--- src/include/lbus_pkg.sv ---
// Package for the local bus access engine: constants, types and carriers.
// Assumes a single 10 MHz system clock and synchronous active-low reset.
package lbus_pkg;

    localparam int unsigned DATA_W      = 32;
    localparam int unsigned ADDR_W      = 32;
    localparam int unsigned LANES       = 4;
    localparam int unsigned WAIT_W      = 4;
    localparam int unsigned TMR_W       = 16;
    localparam int unsigned GATHER_N    = 4;

    localparam logic [3:0]  WAIT_RESET  = 4'hf;
    localparam logic [15:0] TMR_MAX     = 16'hffff;
    localparam logic [15:0] TMR_ZERO    = 16'h0000;
    localparam logic [3:0]  WAIT_ZERO   = 4'h0;
    localparam logic [1:0]  GATHER_LAST = 2'h3;
    localparam logic [1:0]  ONE_2       = 2'h1;

    // Address space decode: the top three physical address bits pick the space.
    localparam int unsigned SPACE_HI    = 31;
    localparam int unsigned SPACE_LO    = 29;
    localparam logic [2:0]  SPACE_BOOT  = 3'h0;
    localparam logic [2:0]  SPACE_IO    = 3'h1;
    localparam logic [2:0]  SPACE_GLOB  = 3'h2;

    localparam int unsigned BYTE_W      = 8;

    typedef enum logic [1:0] {
        SZ_BYTE = 2'h0,
        SZ_HALF = 2'h1,
        SZ_TRI  = 2'h2,
        SZ_WORD = 2'h3
    } access_size_t;

    typedef struct packed {
        logic [31:0]  addr;
        logic         write;
        logic         dma;
        logic         cached;
        logic         ifetch;
        access_size_t size;
        logic         little;
        logic [31:0]  wdata;
    } access_req_t;

    typedef struct packed {
        logic [31:0] rdata;
        logic        bus_error;
        logic        timeout;
    } access_rsp_t;

    typedef struct packed {
        logic boot;
        logic io;
        logic glob;
    } chip_sel_t;

endpackage : lbus_pkg

--- src/hdl/bus_timer.sv ---
// Holds the 16-bit local bus timeout counter.
// Assumes start pulses and the active level from the access engine on the same clock.
`timescale 1ns/100ps
`default_nettype none
module bus_timer (
    input  wire logic ref_clk,    // System clock.
    input  wire logic rst_n,      // Synchronous reset, active low.
    input  wire logic clk_en,     // Freezes all state while low.
    input  wire logic start,      // Access or next gathered beat begins: reload to maximum.
    input  wire logic active,     // Access in progress.
    input  wire logic tmo_en,     // Timeout enable input.
    output logic      expired     // Timer at zero while enabled.
);
    logic [15:0] count_q;
    logic [15:0] count_d;
    wire         at_zero = (count_q == lbus_pkg::TMR_ZERO);
    wire         run     = active && tmo_en && !at_zero;

    assign count_d = start ? lbus_pkg::TMR_MAX
                   : run   ? count_q - 16'h0001
                   : count_q;
    assign expired = active && tmo_en && at_zero;

    always_ff @(posedge ref_clk) begin
        if (!rst_n) begin
            count_q <= lbus_pkg::TMR_MAX;
        end else if (clk_en) begin
            count_q <= count_d;
        end
    end
endmodule // bus_timer
`default_nettype wire

--- src/hdl/lbus_engine.sv ---
// Local bus read/write engine: lane strobes, wait states, termination, gathering.
// Assumes requests held stable until done, and external inputs synchronous.
`timescale 1ns/100ps
`default_nettype none
module lbus_engine (
    input  wire logic                  ref_clk,          // System clock, 10 MHz.
    input  wire logic                  rst_n,            // Synchronous reset, active low.
    input  wire logic                  clk_en,           // Freezes all state while low.
    input  wire logic                  req_valid,        // Access request held until done.
    input  wire lbus_pkg::access_req_t req,              // Request fields.
    output logic                       req_done,         // Access finished, one cycle.
    output lbus_pkg::access_rsp_t      rsp,              // Result of finished access.
    input  wire logic                  wait_wr,          // Load new wait count.
    input  wire logic [3:0]            wait_val,         // New wait count.
    output logic [3:0]                 wait_count,       // Current wait count.
    output logic [31:0]                bus_addr,         // Local bus byte address.
    output logic [31:0]                bus_wdata,        // Local bus write data.
    output logic                       bus_data_oe,      // Drives write data.
    input  wire logic [31:0]           bus_rdata,        // Local bus read data.
    output logic [3:0]                 lane_we,          // Lane write strobes.
    output logic                       address_strobe_n, // Access in progress, low.
    output logic                       bus_write,        // Access is a write.
    output logic                       ifetch_access,    // Access is instruction fetch.
    output logic                       rd_oe_n,          // Read output enable, low.
    output lbus_pkg::chip_sel_t        chip_sel_n,       // Decoded selects, low.
    input  wire logic                  data_ready_n,     // Device data ready, low.
    input  wire logic                  wait_en_n,        // Wait timeout enable, low.
    input  wire logic                  bus_error_n,      // Device bus error, low.
    input  wire logic                  timeout_en_n,     // Bus timer enable, low.
    input  wire logic                  byte_wide,        // Byte-wide device mode.
    output logic                       bus_timeout,      // Timeout pin output.
    output logic                       timeout_exc       // Internal timeout exception.
);
    typedef enum logic [2:0] {
        ST_IDLE = 3'h1,
        ST_BUS  = 3'h2,
        ST_DONE = 3'h4
    } state_t;

    state_t                state_q;
    state_t                state_d;
    logic [3:0]            wait_q;
    logic [3:0]            wcnt_q;
    logic [3:0]            wcnt_d;
    logic [1:0]            beat_q;
    logic [1:0]            beat_d;
    logic [31:0]           gather_q;
    logic [31:0]           gather_d;
    logic [31:0]           addr_q;
    logic [31:0]           addr_d;
    lbus_pkg::access_rsp_t rsp_q;
    lbus_pkg::access_rsp_t rsp_d;
    logic                  gmode_q;
    logic                  tmr_expired;

    // Lane mask for an access of a given size at a given byte offset.
    function automatic logic [3:0] lane_mask(input lbus_pkg::access_size_t sz,
                                             input logic [1:0] off,
                                             input logic little);
        logic [3:0] m;
        m = 4'h0;
        unique case (sz)
            lbus_pkg::SZ_WORD: m = 4'hf;
            lbus_pkg::SZ_TRI:  m = off[0] ? 4'he : 4'h7;
            lbus_pkg::SZ_HALF: m = off[1] ? 4'hc : 4'h3;
            lbus_pkg::SZ_BYTE: m = 4'h1 << off;
        endcase
        // Lane numbering runs the other way for little-endian placement.
        if (little) begin
            m = {m[0], m[1], m[2], m[3]};
        end
        return m;
    endfunction

    // Decoded address space compare, used by every select.
    function automatic logic in_space(input logic [31:0] a, input logic [2:0] sp);
        return a[lbus_pkg::SPACE_HI:lbus_pkg::SPACE_LO] == sp;
    endfunction

    wire start      = (state_q == ST_IDLE) && req_valid;
    wire active     = (state_q == ST_BUS);
    wire gather_req = byte_wide && !req.write && !req.dma && !req.cached;
    wire wait_on    = !wait_en_n;
    wire rdy        = !data_ready_n;
    wire berr       = !bus_error_n;
    wire wait_exp   = wait_on && (wcnt_q == lbus_pkg::WAIT_ZERO);
    wire beat_end   = active && (rdy || wait_exp);
    wire abort      = active && (berr || tmr_expired);
    wire last_beat  = !gmode_q || (beat_q == lbus_pkg::GATHER_LAST);
    wire [7:0] rbyte = bus_rdata[lbus_pkg::BYTE_W-1:0];

    always_comb begin
        state_d  = state_q;
        wcnt_d   = wcnt_q;
        beat_d   = beat_q;
        gather_d = gather_q;
        addr_d   = addr_q;
        rsp_d    = rsp_q;
        unique case (state_q)
            ST_IDLE: begin
                if (req_valid) begin
                    state_d = ST_BUS;
                    wcnt_d  = wait_q;
                    beat_d  = 2'h0;
                    addr_d  = req.addr;
                    rsp_d   = '0;
                end
            end
            ST_BUS: begin
                if (abort) begin
                    state_d         = ST_DONE;
                    rsp_d.bus_error = 1'b1;
                    rsp_d.timeout   = tmr_expired;
                end else if (beat_end) begin
                    if (gmode_q) begin
                        gather_d = {rbyte, gather_q[31:8]};
                    end else begin
                        rsp_d.rdata = bus_rdata;
                    end
                    if (last_beat) begin
                        state_d = ST_DONE;
                        if (gmode_q) begin
                            rsp_d.rdata = {rbyte, gather_q[31:8]};
                        end
                    end else begin
                        beat_d = beat_q + lbus_pkg::ONE_2;
                        addr_d = addr_q + 32'h0000_0001;
                        wcnt_d = wait_q;
                    end
                end else if (wcnt_q != lbus_pkg::WAIT_ZERO) begin
                    wcnt_d = wcnt_q - 4'h1;
                end
            end
            ST_DONE: begin
                state_d = ST_IDLE;
            end
        endcase
    end

    always_ff @(posedge ref_clk) begin
        if (!rst_n) begin
            state_q  <= ST_IDLE;
            wait_q   <= lbus_pkg::WAIT_RESET;
            wcnt_q   <= lbus_pkg::WAIT_RESET;
            beat_q   <= 2'h0;
            gather_q <= 32'h0000_0000;
            addr_q   <= 32'h0000_0000;
            rsp_q    <= '0;
            gmode_q  <= 1'b0;
        end else if (clk_en) begin
            state_q  <= state_d;
            wcnt_q   <= wcnt_d;
            beat_q   <= beat_d;
            gather_q <= gather_d;
            addr_q   <= addr_d;
            rsp_q    <= rsp_d;
            if (wait_wr) begin
                wait_q <= wait_val;
            end
            if (start) begin
                gmode_q <= gather_req;
            end
        end
    end

    bus_timer u_timer (
        .ref_clk (ref_clk),
        .rst_n   (rst_n),
        .clk_en  (clk_en),
        .start   (start || (beat_end && !last_beat)),
        .active  (active),
        .tmo_en  (!timeout_en_n),
        .expired (tmr_expired)
    );

    assign req_done         = (state_q == ST_DONE);
    assign rsp              = rsp_q;
    assign wait_count       = wait_q;
    assign bus_addr         = addr_q;
    assign bus_wdata        = req.wdata;
    assign bus_data_oe      = active && req.write;
    assign lane_we          = (active && req.write) ?
                              lane_mask(req.size, addr_q[1:0], req.little) : 4'h0;
    assign address_strobe_n = !active;
    assign bus_write        = req.write;
    assign ifetch_access    = req.ifetch;
    assign rd_oe_n          = !(active && !req.write);
    assign chip_sel_n.boot  = !in_space(addr_q, lbus_pkg::SPACE_BOOT);
    assign chip_sel_n.io    = !in_space(addr_q, lbus_pkg::SPACE_IO);
    assign chip_sel_n.glob  = !in_space(addr_q, lbus_pkg::SPACE_GLOB);
    assign bus_timeout      = tmr_expired;
    assign timeout_exc      = tmr_expired;
endmodule // lbus_engine
`default_nettype wire

--- config.mk ---
export PLATFORM = sky130hd
export DESIGN_NAME = lbus_engine
export DESIGN_NICKNAME = d
export VERILOG_FILES = /design/src/include/lbus_pkg.sv /design/src/hdl/bus_timer.sv /design/src/hdl/lbus_engine.sv
export SDC_FILE = /design/constraint.sdc
export NUM_CORES = 1
export LEC_CHECK = 0
export ABC_AREA = 1
export BUFFER_PORTS_ARGS = -buffer_cell sky130_fd_sc_hd__buf_2
export CAP_MARGIN = 10
export CORE_ASPECT_RATIO = 0.7
export CORE_MARGIN = 2
export CORE_UTILIZATION = 35
export CTS_BUF_LIST = sky130_fd_sc_hd__clkbuf_4
export DETAILED_ROUTE_END_ITERATION = 8
export PLACE_DENSITY_LB_ADDON = 0.15
export SYNTH_ARGS = -nofsm -noshare
export SYNTH_HDL_FRONTEND = slang
export SYNTH_HIERARCHICAL = 1
export SYNTH_SLANG_ARGS = --single-unit
--- constraint.sdc ---
create_clock -name ref_clk -period 3.1 [get_ports ref_clk]
set_clock_uncertainty 0.15 [all_clocks]
set_input_delay 0.62 -clock ref_clk [delete_from_list [all_inputs] [get_ports ref_clk]]
set_output_delay 0.62 -clock ref_clk [all_outputs]
set_load 0.01 [all_outputs]
Yosys cells after proc, flatten, opt, wreduce, memory -nomap -nowiden
Index checks and enable logic that the tools add are counted.

Flip-flop bits (word level): 128. Latch bits: 0. Memory bits (writable): 0. ROM bits: 0. Bits of input ports: 117. Output and inout bits: 117. Memories: 0.

Add/sub/neg operators: 4. Multiply operators: 0. Div/mod/pow operators: 0. $lt $le $gt $ge: 0. Equality and inequality tests: 18. Shift operators: 1. Multiplexer cells: 36. Bitwise gates (word level): 1. Reduce and logical (&&, ||, !) cells: 48.

Operators by type and width (count): $mux 32 (9); $pmux 34 s2 (1); $pmux 32 s2 (1); $mux 4 (9); $mux 34 (1); $add 32x1->32 const B (1); $mux 16 (2); $logic_not 16->1 (1); $pmux 4 s4 (1); $sub 16x1->16 const B (1); $logic_not 1->1 (15); $logic_and 1x1->1 (13); $mux 3 (4); $reduce_and 6->1 (2); $mux 2 (5); $reduce_and 5->1 (2); $ne 3x1->1 const B (3); $pmux 3 s3 (1); $pmux 4 s2 (1); $reduce_and 4->1 (2); $eq 2x2->1 const B (3); $eq 3x1->1 const B (2); $eq 3x2->1 const B (2); $ne 2x2->1 const B (3); other kinds (16) (23).

Longest topological paths before layout
Gate-level depths: netlist (run 1).

Depth after elaboration: 8. Depth in mapped cells: 17. Gate-level depth less buffers: 15.

Modules after synthesis
Netlist (run 1), hierarchy kept.

Modules (own cells, without submodules): lbus_engine (times used 1, cells each 953, area an instance 6179.7 um^2, sequential area each 2082.0 um^2); bus_timer (times used 1, cells each 187, area an instance 1107.3 um^2, sequential area each 320.3 um^2).

Least setup slack after synthesis (run 1)
OpenSTA, ideal clock, no wires.

Path type: reg2reg. From: register state_q[1]. To: register wcnt_q[2]. Arrival time: 2449 ps. Required time: 2886 ps. Slack: 437 ps. Stages on the path, launching flop included: 17. Path buffers: 4. Clock period less this slack: 2663 ps. Cells stage by stage: dfxtp_1 nand2_1 nor2_4 buf_4 buf_4 buf_4 nand2_1 nor2_1 inv_1 nand2_1 nand3_1 nand4_4 buf_2 a21oi_4 nand2_1 nand2_1 nand3_1.

Longest elaborated chain between the ends: 7. Elaborated cells on any way between the ends: 16. Those cells by class: eq/ne (6); mux (3); reduce/logical (7).

Ends and longest elaborated chain: start, declared (line lbus_engine.sv:40) `state_t state_q;`; start signal, assigned (line lbus_engine.sv:151) `state_q <= state_d;`; $eq 3x2->1 (line lbus_engine.sv:81) `wire active = (state_q == ST_BUS);`; net active (line lbus_engine.sv:81); $logic_and 1x1->1 (2 in a row) (line bus_timer.sv:22) `assign expired = active && tmo_en && at_zero;`; net bus_timeout (line lbus_engine.sv:31) `output logic bus_timeout,`; $logic_or 1x1->1 (line lbus_engine.sv:88) `wire abort = active && (berr || tmr_expired);`; $logic_and 1x1->1 (line lbus_engine.sv:88); $ne 2x2->1 (no line); $reduce_and 6->1 (no line); end signal, assigned (line lbus_engine.sv:144) `wcnt_q <= lbus_pkg::WAIT_RESET;`; end signal, assigned (line lbus_engine.sv:152) `wcnt_q <= wcnt_d;`; end, declared (line lbus_engine.sv:43) `logic [3:0] wcnt_q;`.

The timed path passes the listed nets, and every way through them passes these cells. The select of a mux whose other input is x is not followed. A chain may end at the register's enable or synchronous reset.

Worst setup path after layout (run 1)
From: register u_timer.count_q[0]. To: register rsp_q (netlist bit rsp[12]).

Longest elaborated chain between the ends: 6.

Ends and longest elaborated chain: start, declared (line bus_timer.sv:14) `logic [15:0] count_q;`; start signal, assigned (line bus_timer.sv:26) `count_q <= lbus_pkg::TMR_MAX;`; start signal, assigned (line bus_timer.sv:28) `count_q <= count_d;`; $logic_not 16->1 (line bus_timer.sv:16) `wire at_zero = (count_q == lbus_pkg::TMR_ZERO);`; $logic_and 1x1->1 (line bus_timer.sv:22); $logic_or 1x1->1 (line lbus_engine.sv:88); $logic_and 1x1->1 (line lbus_engine.sv:88); $ne 2x2->1 (no line); $reduce_and 5->1 (no line); end signal, assigned (line lbus_engine.sv:156) `rsp_q <= rsp_d;`; end, declared (line lbus_engine.sv:51) `lbus_pkg::access_rsp_t rsp_q;`.

No other way between the ends.

==> impl_metrics.tcl, run 1 <==
set metrics [dict create \
    gp_congestion 0.875 \
    peakVddDrop_uv 233 \
    worst-path-max-fanout 32 \
    ant_nets 0 \
    powerDensity_mw_per_mm2 466 \
    drt_iter0_markers 567 \
    synthAdderAreaFrac 0.0120 \
    startpoint "u_timer/count_q[0]" \
    worstHoldStart "wait_val[2]" \
    cts.sinks 120 \
    route.detailed.drc 0 \
    initial_core_util 0.354 \
    hold_violations 0 \
    relSlewSlack 0.534 \
    synth-edff-count 0 \
    synth-seq-cells 120 \
    nets 1375 \
    cp.arrival_ps 3140 \
    max_freq_mhz 351 \
    clk_pin_slew_ps 130 \
    clk_latency_ps 550 \
    post_drt_wl_per_cell_microns 15.4 \
    synth-xor-area-share 0.00361 \
    synth_simple_gate_area_frac 0.375 \
    drive_gt1_frac 0.195 \
    outcome "completed" \
    cts_made_buffers 17 \
    area_delta_synth_final_pct 14.1 \
    cts_root_buf "clkbuf_4" \
    synth_area_sq_mm 0.00729 \
    path_cells "inv_1 -> ha_1 -> nand2_2 -> nor2_2 -> nand2_2 -> nor2_1 -> inv_1 -> nand2_1 -> nand3_1 -> nand4_4 -> nor2_4 -> buf_4 -> nand2_1 -> nand2_1 -> a21oi_1" \
    tightest_slew_ps 697 \
    die_h_microns 125 \
    cts_resized 0 \
    yosysSeqAreaShare 0.330 \
    nFillCells 2265 \
    die_x_microns 176 \
    synth-main-ff-cell "dfxtp_1" \
    hpwlAfterDp_mm 17.1 \
    antenna_found_initial 1 \
    crit_top_cell "nand2_1" \
    synth_top_family_by_area "simple AND/OR/NAND/NOR gates" \
    crit_slowest_cell "dfxtp_1" \
    power_leakage_nw 3.62 \
    netlist_instances 1140 \
    ios 234 \
    ys_types 43 \
    post-route-cell-area_sq_mm 0.00831 \
    track_usage 0.212 \
    cts_buffer_depth 2 \
    slew_viol_final 0 \
    tritoncts "done" \
    crit_type "reg -> reg" \
    grt_overflow 0 \
    drtPass1Iterations 5 \
    slowest_delay_ps 370 \
    grt_max_degree 66 \
    hold_path_depth 3 \
    finalCritPeriodShare 0.918 \
    htreeDepth 4 \
    setup_viol 0 \
    io_buffers 167 \
    wirelength_mm 23.8 \
    fin_setup_tns_ps 0 \
    synth_nets 1264 \
    cap_violations 0 \
    yosys-mux-area-fraction 0 \
    r2r_start "u_timer/count_q[0]" \
    post_cts_buffers 0 \
    critPathLaunchType "register" \
    num_rows 44 \
    hold_class "in -> reg" \
    core_area_sq_mm 0.0206 \
    grt_setup_unrepaired "no" \
    endpoint_kind "register" \
    dpl_cell_area_sq_mm 0.00799 \
    finalCriticalPeriod_ps 2850 \
    drt-vias-per-instance 4.98 \
    worstPathRequired_ps 3390 \
    async_flop_share 0 \
    grt_pass1_wl_mm 37.1 \
    cts_hold_buf 0 \
    synth.avg_cell_area_sq_um 6.39 \
    dieArea_sq_mm 0.0220 \
    vias 7665 \
    ff2ff_path_depth 15 \
    diodes 0 \
    yosysWarnings 6 \
    synth_compound_area_frac 0.143 \
    grt_pass1_vias 6836 \
]
## per-stage QoR
stage	hold slack [ps]	power, mW	cells	util	worst slack, ps
after CTS	93.0	3.89	1539	0.403	35.6
after detailed placement	281	2.66	1507	0.388	174
after global placement	277	2.66	1507	0.388	265
after global routing	110	4.10	1540	0.404	13.3
final	124	3.87	1540	0.404	254
after floorplan	295	2.40	1140	-	437
## sequential cells by signal, summed over array words and instances (netlist names)
register / flops
bus_addr: 32
u_timer/count_q: 16
wcnt_q: 4
gather_q: 24
rsp: 34
beat_q: 2
gmode_q: 1
wait_count: 4
state_q: 3
## final timing paths
path                                      end  slack [ps]
worst max register to register        rsp[12]         250
worst min-delay path            wait_count[2]         120
worst max-delay path                  rsp[12]         250
worst min register to register        rsp[32]         300
## cells in the final DEF (no fill, tap or decap), types with 11 or more instances in the layout
master | netlist | final
a21oi_1 | 66 | 66
buf_2 | 6 | 166
buf_4 | 47 | 11
clkbuf_4 | 0 | 17
dfxtp_1 | 120 | 120
inv_1 | 109 | 109
nand2_1 | 310 | 310
nand3_1 | 111 | 111
nor2_1 | 160 | 159
nor3_1 | 13 | 13
o21ai_0 | 66 | 66
o221ai_1 | 32 | 32
## cell families (layout without fill, tap and decap cells)
logic type,count (synthesis),in the layout
xor+xnor,3,3
fa+ha+maj,7,7
compound gates,177,177
flops,120,120
buf+inv,199,322
simple gates,634,635
## area by class of cell
type                    count  area (sq um)  area share
multi-input cells         822          3900       0.470
flip-flops and latches    120          2400       0.289
repair buffers            178           933       0.112
inverters                 112           423      0.0509
well taps                 276           345      0.0415
clock inverters            15           178      0.0214
clock buffers              17           128      0.0154
## metal layers
metal	global-route usage	part of all wire	up-vias
met2	0.294	0.41	221
met5	0	0	-
met3	0.0433	0.067	25
met1	0.327	0.51	3525
met4	0.0549	0.014	0
li1	-	-	3894
## critical path, delay by kind of cell (launching register included)
kind            cells  cell delay (ps)
compound gates      1               40
fa+ha+maj           1              250
buf+inv             3              510
flops               1              370
simple gates       10             1400
## report_power, final
part / total (mW) / switching [mW] / leakage (nW) / internal (mW)
logic: 0.828 / 0.524 / 2.49 / 0.304
clock network: 1.23 / 0.673 / 0.154 / 0.560
registers: 1.81 / 0.139 / 0.980 / 1.67
## cell usage after synthesis, types with 9 or more instances
master	instances	area share
clkbuf_1	22	0.011
a21oi_1	66	0.045
nand3_1	111	0.076
nor3_1	13	0.0089
inv_1	109	0.056
o21ai_0	66	0.045
o221ai_1	32	0.038
buf_4	47	0.048
nor2_1	160	0.082
buf_6	9	0.014
nand2_1	310	0.16
dfxtp_1	120	0.33
Power figures use the tool's default switching activity.
==> run 2, diff against run 1 <==
ABC_AREA = unset   (was 1)
==> run 2 against run 1 <==
  * Clock power increased by 7%
  * Core utilization increased by 2.1 points
  * Combinational power is 32% lower
  * Non-clock buffer count increased by 20
  * Die area decreased by 5.7%
  * First-iteration DRC count down 1.8%
  * Critical endpoint is now bus_timeout
  * Largest power group unchanged
  * Flip-flop and latch count is the same
  * Final area decreased by 2.6%
  * Register-to-register slack about the same
  * Area after synthesis shrank 5.8%
  * Count of clock-buffer cells in the layout stayed put
  * Maximum frequency decreased by 3.9%
==> impl_metrics.tcl, run 2 <==
set metrics [dict create \
    outcome "completed" \
    netlist_instances 873 \
    nets 1110 \
    async_flop_share 0 \
    htreeDepth 4 \
    grt_overflow 0 \
    tritoncts "done" \
    grt_setup_unrepaired "no" \
    cts_root_buf "clkbuf_4" \
    powerDensity_mw_per_mm2 441 \
    p_int_mw 2.50 \
    hold_violations 0 \
    drtPass1Iterations 7 \
    hold_path_depth 3 \
    use_met1 0.326 \
    clk_latency_ps 560 \
    cts_hold_buf 0 \
    switchingPower_mw 1.07 \
    power_switching_share 0.299 \
    synth.avg_cell_area_sq_um 7.86 \
    diodes 0 \
    drive_gt1_frac 0.298 \
    r2r_slack_ps 240 \
    combPwrFrac 0.157 \
    setup_viol 0 \
    largest_register_ffs 34 \
    vias 6775 \
    grt_pass1_wl_mm 33.3 \
    grt.met2_usage 0.267 \
    slew_viol_final 0 \
    drt_iter0_markers 557 \
    clkPwrFrac 0.368 \
    synth-seq-cells 120 \
    crit_type "reg -> out" \
    worstHoldStart "wait_val[3]" \
    tightest_slew_ps 847 \
    wirelength_mm 21.1 \
    relSlewSlack 0.435 \
    finalCritPeriodShare 0.955 \
    final_cell_mix "buf_2, dfxtp_1, nand2_1, nor2_1, a21oi_1" \
    initial_core_util 0.360 \
    synth-main-ff-cell "dfxtp_1" \
    grt_pass1_vias 6064 \
    endpoint_kind "output port" \
    power.share.sequential 0.475 \
    r2r-end "bus_addr[28]" \
    post_drt_wl_per_cell_microns 16.7 \
    worst-path-max-fanout 7 \
    yosysMostFrequentCell "dfxtp_1" \
    synth-edff-count 0 \
    cap_violations 0 \
    synth_area_leader_cell "dfxtp_1" \
    fin_setup_tns_ps 0 \
    num_rows 42 \
    cp.arrival_ps 2190 \
    p_total_mw 3.57 \
    ios 234 \
    final_common_cell "buf_2" \
    synth_area_sq_mm 0.00686 \
    yosys.area.top_type_share 0.350 \
    drt-vias-per-instance 5.36 \
    ant_nets 0 \
    track_usage 0.204 \
    core_area_sq_mm 0.0191 \
    whs_endpoint "wait_count[3]" \
    top_usage_layer "met1" \
    cts_made_buffers 17 \
    hold_class "in -> reg" \
    cts.sinks 120 \
    clk_pin_slew_ps 120 \
    critPathLaunchType "register" \
    yosysSeqAreaShare 0.350 \
    gp_congestion 0.797 \
    route.detailed.drc 0 \
    ys_top_cells_by_area "dfxtp_1, o221a_2, nand2_1, a21oi_1, buf_4" \
    area_delta_synth_final_pct 18.0 \
    peakVddDrop_uv 223 \
    worstPathRequired_ps 2330 \
    power_leakage_nw 3.33 \
    synth_nets 997 \
    cts_buffer_depth 2 \
    die_h_microns 121 \
    ys_types 75 \
    max_freq_mhz 338 \
    die_x_microns 171 \
    r2r_start "u_timer/count_q[0]" \
    ff2ff_path_depth 11 \
    grt_max_degree 92 \
    met3_usage 0.0450 \
    antenna_found_initial 0 \
    hpwlAfterDp_mm 14.6 \
    finalCriticalPeriod_ps 2960 \
    synthTopCellsByCount "dfxtp_1, nand2_1, nor2_1, a21oi_1, inv_1" \
    io_buffers 167 \
    dieArea_sq_mm 0.0208 \
    yosysWarnings 6 \
]
## run 2: cell types whose count changed after synthesis, moves of 13 or more
cell      change
nand2_1     -200
nor2_1       -80
nand3_1      -75
inv_1        -62
o221a_2      +37
a311oi_1     +34
o21ai_0      -33
o221ai_1     -32
clkbuf_1     +18
nand4_1      +13
## run 2: repair_timing
action	4_1_cts	5_1_grt
pin swaps	0	1
resized for setup	2	6
setup buffers	0	1
setup endpoints to repair	5	8
endpoints found under the hold margin	0	0
## run 2: final cells by class
cell class | instances | area (sq um)
clock inverters | 15 | 200
clock buffers | 17 | 128
repair buffers | 198 | 1110
well taps | 264 | 330
inverters | 48 | 180
fillers | 1979 | 11000
multi-input cells | 601 | 3750
flip-flops and latches | 120 | 2400
## run 2: power groups by stage
stage          Sequential [mW]  Combinational [mW]  Clock (mW)
6_report                  1.70               0.560        1.32
3_5_place_dp              1.73               0.556           0
2_1_floorplan             1.74               0.345           0
3_3_place_gp              1.73               0.554           0
5_1_grt                   1.71               0.619        1.42
4_1_cts                   1.69               0.560        1.35
## run 2: worst max path at each step
stage | startpoint | to | slack (ps) | cells after the start
global placement | wait_en_n | u_timer/count_q[4] | 180 | 10
finish | state_q[2] | bus_timeout | 140 | 6
global route | state_q[2] | bus_timeout | 10 | 6
detailed placement | wait_en_n | u_timer/count_q[15] | 170 | 11
CTS | u_timer/count_q[4] | bus_timeout | 30 | 5
floorplan | wait_en_n | u_timer/count_q[7] | 80 | 10
## run 2: worst max-delay path, stage by stage (launching register included)
cell and delay (ps):
dfxtp_1 400, or3b_4 450, inv_2 100, nand2_1 90
nor4_4 300, buf_4 190, buf_2 130
## run 2: per-stage QoR
step | utilization | instances | cell area [sq um] | setup WS (ps) | hold slack (ps)
finish | 0.425 | 1263 | 8100 | 139 | 159
global route | 0.425 | 1263 | 8100 | 9.68 | 133
CTS | 0.423 | 1262 | 8060 | 28.1 | 123
detailed placement | 0.405 | 1230 | 7730 | 170 | 299
global placement | 0.405 | 1230 | 7730 | 178 | 293
floorplan | - | 873 | 6870 | 81.0 | 286
## run 2: cell families (layout without fill, tap and decap cells)
| logic type | count (synthesis) | after routing | share of synthesized area |
|---|---|---|---|
| AOI/OAI and AO/OA | 248 | 248 | 0.263 |
| xor gates and xnor gates | 1 | 1 | 0.00128 |
| adders and majority gates | 7 | 7 | 0.0128 |
| buffers and inverters | 152 | 278 | 0.110 |
| DFF | 120 | 120 | 0.350 |
| muxes | 8 | 8 | 0.0126 |
| and+or+nand+nor | 337 | 337 | 0.251 |
## run 2: per-layer routing
layer | up-vias | share of wire
met4 | 0 | 0.0092
met3 | 17 | 0.065
met1 | 3142 | 0.54
li1 | 3409 | -
met5 | - | 0
met2 | 207 | 0.39
==> run 3, diff against run 2 <==
BUFFER_PORTS_ARGS = -buffer_cell sky130_fd_sc_hd__buf_4   (was -buffer_cell sky130_fd_sc_hd__buf_2)
SLEW_MARGIN = 25   (was unset)
==> run 3 against run 2 <==
  * Register-to-register slack got worse by 50 ps
  * Non-clock buffer count did not move
  * Setup slack improved by 51 ps
  * Clock power fell by 5%
  * Hold slack improved by 25 ps
  * Largest power group unchanged
  * Core utilization rose by 2.0 points
  * Die area did not move
  * Maximum frequency rose by 1.8%
  * Combinational power rose by 12%
  * Cell count did not move
  * First-iteration DRC count rose by 13%
==> impl_metrics.tcl, run 3 (same netlist as run 2, synthesis figures left out) <==
set metrics [dict create \
    peakVddDrop_uv 225 \
    p_total_mw 3.59 \
    crit_top_cell "buf_4" \
    gp_congestion 0.804 \
    vias 6807 \
    max_freq_mhz 344 \
    ant_nets 0 \
    crit_slowest_cell "or4bb_1" \
    nets 1110 \
    hpwlAfterDp_mm 14.8 \
    post_cts_buffers 0 \
    seq_area_sq_mm 0.00240 \
    fin_setup_tns_ps 0 \
    clk_pin_slew_ps 110 \
    cts_buffer_depth 2 \
    area_delta_synth_final_pct 23.5 \
    dieArea_sq_mm 0.0208 \
    io_buffers 167 \
    tightest_slew_ps 862 \
    slew_viol_final 0 \
    cts.sinks 120 \
    powerDensity_mw_per_mm2 423 \
    multi_input_area_sq_mm 0.00372 \
    critPathLaunchType "register" \
    htreeDepth 4 \
    dp.cells 1230 \
    tritoncts "done" \
    initial_core_util 0.360 \
    timing.critical_path.buf_inv 3 \
    slowest_delay_ps 510 \
    num_rows 42 \
    outcome "completed" \
    power_leakage_nw 3.39 \
    route.detailed.drc 0 \
    critPathTopFamily "simple AND/OR/NAND/NOR gates" \
    worstPathRequired_ps 3370 \
    cap_violations 0 \
    cp.arrival_ps 3180 \
    relSlewSlack 0.424 \
    drive_gt1_frac 0.296 \
    diodes 0 \
    worst-path-max-fanout 13 \
    final_common_cell "buf_4" \
    grt_max_degree 69 \
    cts_made_buffers 17 \
    ios 234 \
    finalCriticalPeriod_ps 2910 \
    grt_setup_unrepaired "no" \
    setup_viol 0 \
    antenna_found_initial 0 \
    die_x_microns 171 \
    largest_register_ffs 34 \
    wirelength_mm 21.6 \
    nFillCells 1978 \
    grt_pass1_vias 6026 \
    drt-vias-per-instance 5.39 \
    cts_hold_buf 0 \
    clk_latency_ps 540 \
    hold_class "in -> reg" \
    crit_type "reg -> reg" \
    path_cells "or3b_4 -> clkinv_2 -> nand2_1 -> nor4_2 -> buf_4 -> or4bb_1 -> a21oi_2 -> o21ai_2 -> buf_4 -> a22o_1 -> a211o_1" \
    hold_violations 0 \
    endpoint_kind "register" \
    cts_root_buf "clkbuf_4" \
    track_usage 0.205 \
    utilization 0.444 \
    drtPass1Iterations 5 \
    finalCritPeriodShare 0.938 \
    post_drt_wl_per_cell_microns 17.1 \
    grt_pass1_wl_mm 33.7 \
    finalNonFillerCells 1263 \
    grt_overflow 0 \
    die_h_microns 121 \
    core_area_sq_mm 0.0191 \
    drt_iter0_markers 632 \
    final_cell_mix "buf_4, dfxtp_1, nand2_1, nor2_1, a21oi_1" \
]
-- run 3: path summary, 6_finish.rpt --
kind               startpoint       endpoint  slack [ps]  depth (start not counted)
setup / recovery   state_q[2]   bus_addr[31]         190                         11
hold / removal    wait_val[2]  wait_count[2]         180                          3
hold reg to reg     beat_q[1]      beat_q[1]         310                          2
setup reg to reg   state_q[2]   bus_addr[31]         190                         11
-- run 3: what timing repair did --
action,4_1_cts,5_1_grt
setup endpoints to repair,5,7
resized for setup,2,4
gates cloned,0,1
pin swaps,0,0
-- run 3: stage by stage --
step           setup WS, ps  hold WS (ps)  instance area (sq um)
2_1_floorplan          81.0           286                   6870
3_3_place_gp            169           293                   8110
3_5_place_dp            140           297                   8110
4_1_cts                19.8           135                   8440
5_1_grt                14.2           125                   8470
6_report                191           185                   8470
-- run 3: layer usage --
layer	vias up	wire, microns	GRT usage
li1	3400	-	-
met1	3179	11600	0.333
met2	220	8510	0.269
met3	8	1480	0.0519
met4	0	68	0.0291
met5	-	0	0
-- run 3: layout make-up --
cell class | count | area share
Timing Repair Buffer | 198 | 0.179
Inverter | 48 | 0.0214
Tap cell | 264 | 0.0390
Sequential cell | 120 | 0.284
Clock buffer | 18 | 0.0159
Multi-Input combinational cell | 601 | 0.439
Clock inverter | 14 | 0.0219
-- run 3: report_power, final --
part | switching (mW) | leakage (nW) | internal, mW | total [mW]
Clock | 0.675 | 0.169 | 0.588 | 1.26
Sequential | 0.0796 | 0.978 | 1.62 | 1.70
Combinational | 0.320 | 2.24 | 0.307 | 0.628
Total | 1.07 | 3.39 | 2.51 | 3.59
-- run 3: worst min-delay path, cell delays in order --
cell and delay [ps]:
buf_4 70, nand3_1 60, nand3_1 70
